**src/rtl/ccb_pkg.sv**
```systemverilog
// ccb_pkg: shared constants and types for the capture/compare/bridge pwm unit
// assumes one 20 MHz system clock; timers live outside the unit
package ccb_pkg;

    localparam int          CLK_HZ         = 20_000_000;
    localparam int          QCLK_DIV       = 4;        // instruction cycle = four clock periods
    localparam logic [1:0]  QCLK_LAST      = 2'h3;

    // mode select encodings
    localparam logic [3:0]  MODE_OFF       = 4'h0;
    localparam logic [3:0]  MODE_CMP_TOG   = 4'h2;
    localparam logic [3:0]  MODE_CAP_FALL  = 4'h4;
    localparam logic [3:0]  MODE_CAP_RISE  = 4'h5;
    localparam logic [3:0]  MODE_CAP_R4    = 4'h6;
    localparam logic [3:0]  MODE_CAP_R16   = 4'h7;
    localparam logic [3:0]  MODE_CMP_SET   = 4'h8;
    localparam logic [3:0]  MODE_CMP_CLR   = 4'h9;
    localparam logic [3:0]  MODE_CMP_SWI   = 4'ha;
    localparam logic [3:0]  MODE_CMP_SPEV  = 4'hb;

    // bridge mode encodings
    localparam logic [1:0]  BRIDGE_SINGLE  = 2'h0;
    localparam logic [1:0]  BRIDGE_FWD     = 2'h1;
    localparam logic [1:0]  BRIDGE_HALF    = 2'h2;
    localparam logic [1:0]  BRIDGE_REV     = 2'h3;

    // prescale terminal counts (count of edges minus one)
    localparam logic [3:0]  PRESC_LAST_4   = 4'h3;
    localparam logic [3:0]  PRESC_LAST_16  = 4'hf;

    localparam logic [7:0]  CTRL_RESET     = 8'h00;
    localparam logic [6:0]  DEADBAND_RESET = 7'h00;

    // unit control register image
    typedef struct packed {
        logic [1:0] bridge_mode_field;
        logic [1:0] duty_low_bits;
        logic [3:0] unit_mode_select;
    } ccb_ctrl_t;

    // the four bridge outputs
    typedef struct packed {
        logic a;
        logic b;
        logic c;
        logic d;
    } ccb_bridge_t;

endpackage : ccb_pkg

```
**src/rtl/ccb_deadband.sv**
```systemverilog
// ccb_deadband: delays the rising edge of one raw pwm phase by a count of instruction cycles
// assumes tick_i is a one-cycle instruction-cycle enable
`timescale 1ns/100ps
module ccb_deadband #(
    parameter int W = 7
) (
    // clock and reset
    input  wire logic         clk_i,
    input  wire logic         arst_n_i,
    // control
    input  wire logic         tick_i,
    input  wire logic [W-1:0] delay_i,
    input  wire logic         raw_i,
    // delayed phase
    output logic              out_o
);
    logic [W-1:0] cnt;

    // a phase that drops before the count runs out never goes active
    always_ff @(posedge clk_i or negedge arst_n_i) begin
        if (!arst_n_i) begin
            cnt   <= '0;
            out_o <= 1'b0;
        end else if (!raw_i) begin
            cnt   <= '0;
            out_o <= 1'b0;
        end else if (cnt >= delay_i) begin
            out_o <= 1'b1;
        end else if (tick_i) begin
            cnt <= cnt + 1'b1;
        end
    end
endmodule // ccb_deadband

```
**src/rtl/ccb_capture_presc.sv**
```systemverilog
// ccb_capture_presc: edge qualification and prescaling of capture events
// assumes pin_i already synchronous to clk_i
`timescale 1ns/100ps
module ccb_capture_presc
    import ccb_pkg::*;
(
    // clock and reset
    input  wire logic       clk_i,
    input  wire logic       arst_n_i,
    // control
    input  wire logic [3:0] mode_i,
    input  wire logic       pin_i,
    // qualified event pulse
    output logic            event_o
);
    logic       pin_q;
    logic [3:0] presc;
    logic       cap_mode;
    logic       rise;
    logic       fall;

    assign cap_mode = (mode_i[3:2] == 2'b01);
    assign rise     = pin_i & ~pin_q;
    assign fall     = ~pin_i & pin_q;

    always_ff @(posedge clk_i or negedge arst_n_i) begin
        if (!arst_n_i) begin
            pin_q <= 1'b0;
        end else begin
            pin_q <= pin_i;
        end
    end

    // prescale counter survives a change between capture settings
    always_ff @(posedge clk_i or negedge arst_n_i) begin
        if (!arst_n_i) begin
            presc <= '0;
        end else if (!cap_mode) begin
            presc <= '0;
        end else if (rise && (mode_i == MODE_CAP_R4 || mode_i == MODE_CAP_R16)) begin
            if ((mode_i == MODE_CAP_R4 && presc >= PRESC_LAST_4) || presc == PRESC_LAST_16) begin
                presc <= '0;
            end else begin
                presc <= presc + 1'b1;
            end
        end
    end

    always_comb begin
        case (mode_i)
            MODE_CAP_FALL: event_o = fall;
            MODE_CAP_RISE: event_o = rise;
            MODE_CAP_R4:   event_o = rise && presc >= PRESC_LAST_4;
            MODE_CAP_R16:  event_o = rise && presc == PRESC_LAST_16;
            default:       event_o = 1'b0;
        endcase
    end
endmodule // ccb_capture_presc

```
**src/rtl/ccb_unit.sv**
```systemverilog
// ccb_unit: capture / compare / enhanced bridge pwm unit, top level
// assumes timers are external, all inputs synchronous to clk_i, software pokes the control ports
// Behaviour
// - third timer control picks first or third timer
// - capture copies full 16-bit selected timer count
// - capture on fall, rise, 4th or 16th rise
// - each capture sets sticky event flag
// - newer capture overwrites older value
// - port write on output pin can capture
// - prescaler cleared when off, leaving capture, reset
// - prescale change keeps counter, may interrupt
// - compare match acts on pin, sets flag
// - zero control forces compare latch low
// - mode 1010 only sets flag
// - mode 1011 trigger resets assigned timer
// - trigger starts conversion only if converter enabled
// - bridge field picks single, half, full modes
// - ten-bit base is timer plus quarter phase
// - pwm output waits for new period
// - half bridge drives A and complement B
// - half-bridge dead band delays active edges
// - forward holds A, modulates D
// - reverse holds C, modulates B
// - mode 0000 turns unit off, resets
// - modes 0100-0111 choose capture events
// - modes 1000, 1001, 0010 set, clear, toggle
// - pwm modes set pair polarities
`timescale 1ns/100ps
module ccb_unit
    import ccb_pkg::*;
#(
    parameter int DB_W = 7
) (
    // clock and reset
    input  wire logic             clk_i,
    input  wire logic             arst_n_i,
    // software control
    input  wire ccb_pkg::ccb_ctrl_t ctrl_i,
    input  wire logic [DB_W-1:0]  deadband_count_field_i,
    input  wire logic             timer_select_i,       // third_timer_control select: 1 = third timer
    input  wire logic [15:0]      match_value_wr_i,     // match_value_pair write data
    input  wire logic             match_value_we_i,
    input  wire logic             flag_clear_i,
    input  wire logic             adc_enabled_i,
    // pin and port
    input  wire logic             unit_pin_i,
    input  wire logic             pin_direction_bits_i, // 0 = output
    input  wire logic             port_latch_i,
    // timers
    input  wire logic [15:0]      first_timer_count_i,
    input  wire logic [15:0]      third_timer_count_i,
    input  wire logic [7:0]       second_timer_count_i,
    input  wire logic             second_timer_period_match_i,
    // outputs
    output logic [15:0]           match_value_pair_o,
    output logic                  unit_event_flag_o,
    output logic                  compare_latch_o,
    output logic                  first_timer_reset_o,
    output logic                  third_timer_reset_o,
    output logic                  adc_start_o,
    output ccb_pkg::ccb_bridge_t  bridge_o,
    output ccb_pkg::ccb_bridge_t  bridge_oe_o
);
    import ccb_pkg::*;

    typedef enum logic [1:0] {CCB_IDLE, CCB_WAIT, CCB_RUN} ccb_pwm_st_t;

    ccb_pwm_st_t  pwm_st;
    logic [3:0]   mode;
    logic [3:0]   mode_q;
    logic [15:0]  timer_sel;
    logic         pin_eff;
    logic         cap_event;
    logic         cmp_mode;
    logic         pwm_mode;
    logic         cmp_match;
    logic         match_q;
    logic         match_pulse;
    logic [1:0]   qphase;
    logic         qtick;
    logic [9:0]   duty_act;
    logic [9:0]   base10;
    logic         raw_pwm;
    logic         db_a;
    logic         db_b;
    logic         pol_ac;
    logic         pol_bd;
    ccb_bridge_t  next_bridge;
    ccb_bridge_t  next_oe;

    assign mode      = ctrl_i.unit_mode_select;
    assign timer_sel = timer_select_i ? third_timer_count_i : first_timer_count_i;
    // an output pin reflects the port latch, so a port write can look like a pin edge
    assign pin_eff   = pin_direction_bits_i ? unit_pin_i : port_latch_i;
    assign cmp_mode  = (mode == MODE_CMP_TOG) || (mode[3:2] == 2'b10);
    assign pwm_mode  = (mode[3:2] == 2'b11);
    assign cmp_match = cmp_mode && (timer_sel == match_value_pair_o);
    assign match_pulse = cmp_match && !match_q;
    assign qtick     = (qphase == QCLK_LAST);
    assign base10    = {second_timer_count_i, qphase};
    assign raw_pwm   = pwm_st == CCB_RUN && base10 < duty_act;
    assign pol_ac    = mode[1];
    assign pol_bd    = mode[0];

    ccb_capture_presc u_presc (
        .clk_i    (clk_i),
        .arst_n_i (arst_n_i),
        .mode_i   (mode),
        .pin_i    (pin_eff),
        .event_o  (cap_event)
    );

    ccb_deadband #(.W(DB_W)) u_db_a (
        .clk_i    (clk_i),
        .arst_n_i (arst_n_i),
        .tick_i   (qtick),
        .delay_i  (deadband_count_field_i),
        .raw_i    (raw_pwm),
        .out_o    (db_a)
    );

    ccb_deadband #(.W(DB_W)) u_db_b (
        .clk_i    (clk_i),
        .arst_n_i (arst_n_i),
        .tick_i   (qtick),
        .delay_i  (deadband_count_field_i),
        .raw_i    (pwm_st == CCB_RUN && !raw_pwm),
        .out_o    (db_b)
    );

    // quarter-cycle divider, runs free
    always_ff @(posedge clk_i or negedge arst_n_i) begin
        if (!arst_n_i) begin
            qphase <= '0;
        end else begin
            qphase <= qphase + 2'h1;
        end
    end

    always_ff @(posedge clk_i or negedge arst_n_i) begin
        if (!arst_n_i) begin
            match_q <= 1'b0;
            mode_q  <= MODE_OFF;
        end else begin
            match_q <= cmp_match;
            mode_q  <= mode;
        end
    end

    // value register: capture has priority over a software write in the same cycle
    always_ff @(posedge clk_i or negedge arst_n_i) begin
        if (!arst_n_i) begin
            match_value_pair_o <= '0;
        end else if (cap_event) begin
            match_value_pair_o <= timer_sel;
        end else if (match_value_we_i) begin
            match_value_pair_o <= match_value_wr_i;
        end
    end

    // set wins over clear
    always_ff @(posedge clk_i or negedge arst_n_i) begin
        if (!arst_n_i) begin
            unit_event_flag_o <= 1'b0;
        end else if (cap_event || match_pulse) begin
            unit_event_flag_o <= 1'b1;
        end else if (flag_clear_i) begin
            unit_event_flag_o <= 1'b0;
        end
    end

    // compare output latch
    always_ff @(posedge clk_i or negedge arst_n_i) begin
        if (!arst_n_i) begin
            compare_latch_o <= 1'b0;
        end else if (mode == MODE_OFF) begin
            compare_latch_o <= 1'b0;
        end else if (mode != mode_q && mode == MODE_CMP_SET) begin
            compare_latch_o <= 1'b0;
        end else if (mode != mode_q && mode == MODE_CMP_CLR) begin
            compare_latch_o <= 1'b1;
        end else if (match_pulse) begin
            case (mode)
                MODE_CMP_SET: compare_latch_o <= 1'b1;
                MODE_CMP_CLR: compare_latch_o <= 1'b0;
                MODE_CMP_TOG: compare_latch_o <= ~compare_latch_o;
                default:      compare_latch_o <= compare_latch_o;
            endcase
        end
    end

    // special event trigger pulses
    always_ff @(posedge clk_i or negedge arst_n_i) begin
        if (!arst_n_i) begin
            first_timer_reset_o <= 1'b0;
            third_timer_reset_o <= 1'b0;
            adc_start_o         <= 1'b0;
        end else begin
            first_timer_reset_o <= match_pulse && mode == MODE_CMP_SPEV && !timer_select_i;
            third_timer_reset_o <= match_pulse && mode == MODE_CMP_SPEV && timer_select_i;
            adc_start_o         <= match_pulse && mode == MODE_CMP_SPEV && adc_enabled_i;
        end
    end

    // pwm sequencing: start only on a period boundary
    always_ff @(posedge clk_i or negedge arst_n_i) begin
        if (!arst_n_i) begin
            pwm_st <= CCB_IDLE;
        end else begin
            case (pwm_st)
                CCB_IDLE: if (pwm_mode) pwm_st <= CCB_WAIT;
                CCB_WAIT: if (!pwm_mode) pwm_st <= CCB_IDLE;
                          else if (second_timer_period_match_i) pwm_st <= CCB_RUN;
                CCB_RUN:  if (!pwm_mode) pwm_st <= CCB_IDLE;
                default:  pwm_st <= CCB_IDLE;
            endcase
        end
    end

    // duty only reloads at period start to avoid mid-period glitches
    always_ff @(posedge clk_i or negedge arst_n_i) begin
        if (!arst_n_i) begin
            duty_act <= '0;
        end else if (second_timer_period_match_i) begin
            duty_act <= {match_value_pair_o[7:0], ctrl_i.duty_low_bits};
        end
    end

    always_comb begin
        next_bridge = '0;
        next_oe     = '0;
        if (pwm_mode) begin
            case (ctrl_i.bridge_mode_field)
                BRIDGE_SINGLE: begin
                    next_bridge.a = raw_pwm;
                    next_oe.a     = 1'b1;
                end
                BRIDGE_HALF: begin
                    next_bridge.a = db_a;
                    next_bridge.b = db_b;
                    next_oe.a     = 1'b1;
                    next_oe.b     = 1'b1;
                end
                BRIDGE_FWD: begin
                    next_bridge.a = pwm_st == CCB_RUN;
                    next_bridge.d = raw_pwm;
                    next_oe       = '1;
                end
                BRIDGE_REV: begin
                    next_bridge.c = pwm_st == CCB_RUN;
                    next_bridge.b = raw_pwm;
                    next_oe       = '1;
                end
                default: next_bridge = '0;
            endcase
            next_bridge.a = next_bridge.a ^ pol_ac;
            next_bridge.c = next_bridge.c ^ pol_ac;
            next_bridge.b = next_bridge.b ^ pol_bd;
            next_bridge.d = next_bridge.d ^ pol_bd;
        end else if (cmp_mode && mode != MODE_CMP_SWI) begin
            next_bridge.a = compare_latch_o;
            next_oe.a     = 1'b1;
        end
    end

    always_ff @(posedge clk_i or negedge arst_n_i) begin
        if (!arst_n_i) begin
            bridge_o    <= '0;
            bridge_oe_o <= '0;
        end else begin
            bridge_o    <= next_bridge;
            bridge_oe_o <= next_oe;
        end
    end

    // assertions
    flag_sticky_a: assert property (@(posedge clk_i) disable iff (!arst_n_i)
        unit_event_flag_o && !flag_clear_i |=> unit_event_flag_o)
        else $error("event flag dropped without clear");
    capture_copy_a: assert property (@(posedge clk_i) disable iff (!arst_n_i)
        cap_event |=> match_value_pair_o == $past(timer_sel))
        else $error("capture value wrong");
    capture_flag_a: assert property (@(posedge clk_i) disable iff (!arst_n_i)
        cap_event |=> unit_event_flag_o)
        else $error("capture did not set flag");
    zero_ctrl_a: assert property (@(posedge clk_i) disable iff (!arst_n_i)
        ctrl_i == CTRL_RESET |=> !compare_latch_o)
        else $error("compare latch not cleared");
    swi_pin_a: assert property (@(posedge clk_i) disable iff (!arst_n_i)
        mode == MODE_CMP_SWI && $stable(mode) |=> $stable(compare_latch_o))
        else $error("software interrupt mode moved latch");
    spev_reset_a: assert property (@(posedge clk_i) disable iff (!arst_n_i)
        match_pulse && mode == MODE_CMP_SPEV && timer_select_i |=> third_timer_reset_o)
        else $error("special event missed timer reset");
    adc_gate_a: assert property (@(posedge clk_i) disable iff (!arst_n_i)
        adc_start_o |-> $past(adc_enabled_i))
        else $error("conversion started while disabled");
    pwm_wait_a: assert property (@(posedge clk_i) disable iff (!arst_n_i)
        pwm_st == CCB_WAIT && !second_timer_period_match_i |=> pwm_st != CCB_RUN)
        else $error("pwm started mid period");
    toggle_cmp_a: assert property (@(posedge clk_i) disable iff (!arst_n_i)
        match_pulse && mode == MODE_CMP_TOG && $stable(mode) && ctrl_i != CTRL_RESET
        |=> compare_latch_o != $past(compare_latch_o))
        else $error("toggle compare did not toggle");
endmodule // ccb_unit

```
**config.mk**
```make
export PLATFORM = sky130hd
export DESIGN_NAME = ccb_unit
export DESIGN_NICKNAME = d
export VERILOG_FILES = /design/src/rtl/ccb_pkg.sv /design/src/rtl/ccb_deadband.sv /design/src/rtl/ccb_capture_presc.sv /design/src/rtl/ccb_unit.sv
export SDC_FILE = /design/constraint.sdc
export NUM_CORES = 1
export LEC_CHECK = 0
export CAP_MARGIN = 10
export CORE_ASPECT_RATIO = 1.1
export CORE_MARGIN = 5
export CORE_UTILIZATION = 50
export CTS_CLUSTER_DIAMETER = 60
export DETAILED_ROUTE_END_ITERATION = 16
export DONT_BUFFER_PORTS = 1
export PLACE_DENSITY_LB_ADDON = 0.15
export SLEW_MARGIN = 5
export SYNTH_ARGS = -nofsm -noshare
export SYNTH_HDL_FRONTEND = slang
export SYNTH_SLANG_ARGS = --single-unit
```
**constraint.sdc**
```tcl
create_clock -name clk_i -period 3.05 [get_ports clk_i]
set_input_delay 0.61 -clock clk_i [delete_from_list [all_inputs] [get_ports clk_i]]
set_output_delay 0.61 -clock clk_i [all_outputs]
set_load 0.05 [all_outputs]
```
==> results of run 1 <==
kinds of logic (layout without fill, tap and decap cells):
group           count (synthesis)  count (layout)
buf+inv                        41              48
flops                          68              68
fa+ha+maj                      27              27
compound gates                 63              63
xor+xnor                       32              32
simple gates                  112             112
mux                            53              53
stage by stage:
step	utilization, %	cell area (um^2)	worst slack [ps]	instances
floorplan	-	3950	640	396
global placement	51.7	4050	605	495
detailed placement	51.7	4050	544	495
CTS	54.7	4280	687	511
global route	54.7	4280	574	511
finish	54.7	4280	695	511
worst paths after layout:
kind / cells past startpoint / end / slack (ps) / startpoint
worst max-delay path: 6 / compare_latch_o / 690 / match_value_pair_o[5]
worst min-delay path: 1 / u_db_a.cnt[3] / 160 / arst_n_i
worst max register to register: 6 / compare_latch_o / 690 / match_value_pair_o[5]
worst min register to register: 1 / qphase[0] / 450 / qphase[0]
max in group asynchronous: 1 / match_value_pair_o[15] / 2610 / arst_n_i
min in group clk_i: 0 / mode_q[1] / 310 / ctrl_i[1]
sequential cells by signal, summed over array words and instances, names as in the netlist, 3 cells and up:
register	flops
duty_act	10
bridge_o	4
bridge_oe_o	3
match_value_pair_o	16
mode_q	4
u_db_a.cnt	7
u_presc.presc	4
u_db_b.cnt	7
routing by layer:
metal | track usage (%) | routed length, um | up-vias | share of wire (%)
li1 | - | - | 1383 | -
met1 | 23.1 | 3660 | 1336 | 44
met2 | 28.9 | 4080 | 83 | 49
met3 | 5.35 | 553 | 7 | 6.6
met4 | 5.66 | 82 | 0 | 0.98
met5 | 0 | 0 | - | 0
cell type report:
cell class | count | share of cell area [%]
Clock buffer | 14 | 4.04
Tap cell | 108 | 3.16
Sequential cell | 68 | 39.8
Inverter | 28 | 2.46
Multi-Input combinational cell | 287 | 48.5
Timing Repair Buffer | 5 | 1.35
Clock inverter | 1 | 0.702
placed cells by master (no fill, tap or decap), types with 11 or more instances in the layout:
cell,n
inv_1,28
ha_1,27
xnor2_1,14
nor2_1,35
mux2i_1,52
dfrtp_1,68
clkbuf_8,12
nand4_1,11
o21ai_0,24
xor2_1,18
a21oi_1,17
nand2_1,31
power by group through the flow:
stage                     Clock [W]  Sequential, W  Combinational (W)
after floorplan                   0        0.00113           0.000209
after global placement            0        0.00113           0.000252
after detailed placement          0        0.00113           0.000257
after CTS                  0.000791        0.00111           0.000282
after global routing       0.000835        0.00112           0.000318
final                      0.000762        0.00111           0.000275
worst max-delay path, cell delays in order, from the launching register on:
cell and delay [ps]:
dfrtp_1 690, xnor2_1 170, nor4_1 380, nand4_1 140
or4_4 580, nor2_4 130, mux2i_1 180
repair_timing:
action	CTS	global route
buffers inserted	0	0
endpoints found under the setup margin	0	0
hold endpoints to repair	68	0
hold buffers	1	0
==> impl_metrics.env, run 1 <==
export IMPL_rows=34
export IMPL_clk_path_buf_depth=2
export IMPL_synth_xor_area_share_pct=7.10
export IMPL_comb_power_share_pct=12.8
export IMPL_swShare_pct=29.3
export IMPL_synth_area_leader_cell="dfrtp_1"
export IMPL_regArea_um2=1700
export IMPL_period_share_pct=77.2
export IMPL_start_util_pct=50.4
export IMPL_startpoint_type="flip-flop"
export IMPL_cts_resized_gates=0
export IMPL_io_pins=110
export IMPL_synth_mux_area_share_pct=13.5
export IMPL_drv_cap=0
export IMPL_worstMarginPinSlew_ps=862
export IMPL_antenna_cells=0
export IMPL_yosysMostFrequentCell="dfrtp_1"
export IMPL_cts_root_buffer="clkbuf_8"
export IMPL_drt_pass1_iter_count=4
export IMPL_clk_pin_slew_ps=70
export IMPL_setup_viol=0
export IMPL_status="completed"
export IMPL_routed_wirelength_um=8370
export IMPL_synth_top_cell_area_share_pct=43.1
export IMPL_synthesis_nets=504
export IMPL_max_freq_ghz=0.425
export IMPL_detail_route_antenna_nets=0
export IMPL_finalSetupTns_ps=0
export IMPL_dpl_hpwl_um=6430
export IMPL_clkPwrFrac_pct=35.5
export IMPL_ys_types=42
export IMPL_net_switching_power_w=0.000629
export IMPL_fin_total_pwr_w=0.00215
export IMPL_first_global_vias=2702
export IMPL_syn_mean_instance_area_um2=9.97
export IMPL_drt_iter0_markers=81
export IMPL_clkSinkCount=68
export IMPL_internal_power_w=0.00152
export IMPL_yosys_warnings=0
export IMPL_fillers=766
export IMPL_syn_to_final_growth_pct=8.43
export IMPL_ys_flop_type="dfrtp_1"
export IMPL_synth_compound_area_share_pct=9.73
export IMPL_hold_viol=0
export IMPL_synthTopCellsByArea="dfrtp_1 (43%), mux2i_1 (13%), ha_1 (8.6%), xor2_1 (4.0%), nor2_1 (3.3%)"
export IMPL_core_area_um2=7830
export IMPL_cts_made_buffers=9
export IMPL_die_y_um=103
export IMPL_crit_fanout=4
export IMPL_ys_ff_latch=68
export IMPL_grt_pass1_wl_um=13600
export IMPL_max_slew_margin_rel_pct=42.6
export IMPL_port_buffers=0
export IMPL_rsz0062_at_grt="false"
export IMPL_syn_cell_area_um2=3950
export IMPL_power_density_nw_per_um2=502
export IMPL_fin_crit_ps=2360
export IMPL_antenna_found_initial=0
export IMPL_vias_per_cell=5.50
export IMPL_yosys_top_cells_count="dfrtp_1 (68), mux2i_1 (52), nor2_1 (35)"
export IMPL_h_tree_depth=3
export IMPL_drv_slew=0
export IMPL_gr_total_overflow=0
export IMPL_power_leakage_nw=2.12
export IMPL_track_usage_pct=17.9
export IMPL_vias=2809
export IMPL_globalplace_congestion=0.786
export IMPL_die_area_um2=9770
export IMPL_synth_simple_gate_area_share_pct=13.8
export IMPL_ir_drop_uv=219
export IMPL_worstPathArrival_ps=2610
export IMPL_cts_tree="done"
export IMPL_nets=507
export IMPL_clock_skew_ps=3.95
export IMPL_critical_path_endpoint_type="flip-flop"
export IMPL_synthCells=396
export IMPL_clkLatencyLatePin_ps=330
export IMPL_worstSetupPathType="flip-flop to flip-flop"
export IMPL_routedWlPerCell_um=16.4
export IMPL_hold_class="input pin to asynchronous set/reset pin"
export IMPL_synth_fa_ha_area_share_pct=8.56
export IMPL_async_flop_share_pct=100
export IMPL_grt_max_degree=69
export IMPL_fp_dieW_um=94.7
export IMPL_whs_ps=157
export IMPL_cp_data_required_time_ps=3300
export IMPL_synth_edf_count=0
export IMPL_seq_power_share_pct=51.7
export IMPL_layout_drive_gt1_share_pct=5.71
export IMPL_synth_seq_area_share_pct=43.1
export IMPL_drc=0
export IMPL_synth_top_family_by_area="simple AND/OR/NAND/NOR gates"
export IMPL_multi_input_area_um2=2080
Power figures use the tool's default switching activity.
==> run 2, diff against run 1 <==
- clock period: 3.05 -> 2.03 ns (I/O delays scaled with it)
==> run 2 against run 1 <==
Register-to-register slack got worse by 740 ps. The run now ends with negative setup slack left. Critical path depth is 2 higher. Worst setup slack worse by 740 ps. Die area unchanged.
==> impl_metrics.env, run 2 (synthesized netlist as in run 1, its figures left out) <==
export IMPL_max_slew_margin_rel_pct=68.3
export IMPL_globalplace_congestion=0.764
export IMPL_top_register="match_value_pair_o"
export IMPL_period_share_pct=102
export IMPL_final_area_um2=4700
export IMPL_violations="negative setup slack"
export IMPL_fin_total_pwr_w=0.00333
export IMPL_timing_final_ws_setup_ps=-42.5
export IMPL_startpoint_type="flip-flop"
export IMPL_setup_viol=5
export IMPL_h_tree_depth=3
export IMPL_hold_viol=0
export IMPL_start_util_pct=50.4
export IMPL_io_pins=110
export IMPL_dpl_worst_slack_ps=-181
export IMPL_routedWlPerCell_um=15.7
export IMPL_nets=544
export IMPL_cts_root_buffer="clkbuf_8"
export IMPL_clk_path_buf_depth=2
export IMPL_power_density_nw_per_um2=708
export IMPL_port_buffers=0
export IMPL_antenna_found_initial=0
export IMPL_clock_skew_ps=8.16
export IMPL_critical_path_slowest_cell="dfrtp_1"
export IMPL_status="complete, but fails checks"
export IMPL_grt_pass1_wl_um=14400
export IMPL_core_area_um2=7830
export IMPL_fillers=704
export IMPL_drt_pass1_iter_count=5
export IMPL_clkLatencyLatePin_ps=340
export IMPL_rsz0062_at_grt="true"
export IMPL_dpl_hpwl_um=6610
export IMPL_layout_drive_gt1_share_pct=20.0
export IMPL_cts_tree="done"
export IMPL_cp_data_required_time_ps=2260
export IMPL_final_common_cell="dfrtp_1"
export IMPL_rows=34
export IMPL_critical_path_endpoint_type="flip-flop"
export IMPL_drv_slew=0
export IMPL_die_area_um2=9770
export IMPL_syn_to_final_growth_pct=19.2
export IMPL_vias_per_cell=5.45
export IMPL_hold_class="input pin to flip-flop"
export IMPL_clk_pin_slew_ps=80
export IMPL_top_regs="match_value_pair_o x16, duty_act x10"
export IMPL_dpl_instance_area_um2=4350
export IMPL_fp_dieW_um=94.7
export IMPL_whs_ps=93.3
export IMPL_largest_reg_flops=16
export IMPL_clkSinkCount=68
export IMPL_drv_cap=0
export IMPL_track_usage_pct=18.8
export IMPL_drt_iter0_markers=88
export IMPL_cts_made_buffers=9
export IMPL_power_leakage_nw=2.30
export IMPL_first_global_vias=3121
export IMPL_ir_drop_uv=387
export IMPL_crit_fanout=4
export IMPL_antenna_cells=0
export IMPL_die_y_um=103
export IMPL_worstPathArrival_ps=2300
export IMPL_detail_route_antenna_nets=0
export IMPL_worstMarginPinSlew_ps=471
export IMPL_grt_max_degree=69
export IMPL_worstPathCellList="ha_1, a21o_1, a21oi_2, o211ai_1, a311oi_4, nand4_1, xor2_1, nor2_1"
export IMPL_layout_common_cells="dfrtp_1 (68), mux2i_1 (44), buf_4 (37), nor2_1 (35), nand2_1 (28)"
export IMPL_worst_path_largest_cell_delay_ps=390
export IMPL_drc=0
export IMPL_worstSetupPathType="flip-flop to flip-flop"
export IMPL_fin_crit_ps=2070
export IMPL_max_freq_ghz=0.482
export IMPL_routed_wirelength_um=8640
export IMPL_vias=2992
export IMPL_gr_total_overflow=0
[run 2: cell types whose count changed in the layout (fill, tap and decap cells not counted), moves of 3 or more]
cell | previous run | this run
nand2_2 | 0 | 3
o21ai_0 | 24 | 21
nand2_1 | 31 | 28
mux2i_1 | 52 | 44
mux2i_2 | 0 | 8
a21oi_1 | 17 | 12
a21oi_2 | 0 | 4
buf_4 | 4 | 37
[run 2: worst paths after layout]
kind,start,end,slack (ps),cells after the start
worst max-delay path,u_db_a.cnt[4],u_db_a.cnt[5],-40,8
worst min-delay path,ctrl_i[2],mode_q[2],90,0
worst max register to register,u_db_a.cnt[4],u_db_a.cnt[5],-40,8
worst min register to register,qphase[0],qphase[0],440,1
max in group asynchronous,arst_n_i,match_value_pair_o[3],1140,2
min in group asynchronous,arst_n_i,u_db_a.cnt[0],600,2
[run 2: critical path, delay by kind of cell, from the launching register on]
family / cells / cell delay, ps
AOI/OAI and AO/OA: 4 / 840
DFF: 1 / 390
adders and majority gates: 1 / 310
and+or+nand+nor: 2 / 210
xor gates and xnor gates: 1 / 190
[run 2: per-layer routing]
| layer | vias up | global-route usage [%] | share of wire (%) |
|---|---|---|---|
| met5 | - | 0 | 0 |
| met4 | 0 | 6.44 | 1.4 |
| met3 | 10 | 5.43 | 6.8 |
| met2 | 89 | 32.0 | 49 |
| met1 | 1439 | 22.9 | 43 |
| li1 | 1454 | - | - |
[run 2: per-stage QoR]
stage	std cells	util (%)	setup TNS, ps
after floorplan	396	-	-98.7
after global placement	527	55.6	-1430
after detailed placement	527	55.6	-2260
after CTS	546	58.9	-190
after global routing	549	60.1	-736
final	549	60.1	-150
[run 2: layout make-up]
| class | count | area, um^2 | share of cell area (%) |
|---|---|---|---|
| repair buffers | 42 | 358 | 7.61 |
| multi-input cells | 287 | 2200 | 46.8 |
| well taps | 108 | 135 | 2.87 |
| clock buffers | 10 | 138 | 2.93 |
| clock inverters | 6 | 63.8 | 1.36 |
| flip-flops and latches | 68 | 1700 | 36.2 |
| inverters | 28 | 105 | 2.23 |
[run 2: timing repair]
action,CTS,global route
gates resized for setup,4,17
gates cloned,0,1
hold buffers,2,0
setup buffers,1,2
endpoints found under the setup margin,18,22
hold endpoints to repair,68,0
pin swaps,1,14
[run 2: report_power, final]
group	internal (W)	switching [W]	total, W
clock	0.000598	0.000527	0.00113
combinational	0.000272	0.000416	0.000688
sequential	0.00144	0.0000795	0.00152
total	0.00231	0.00102	0.00333
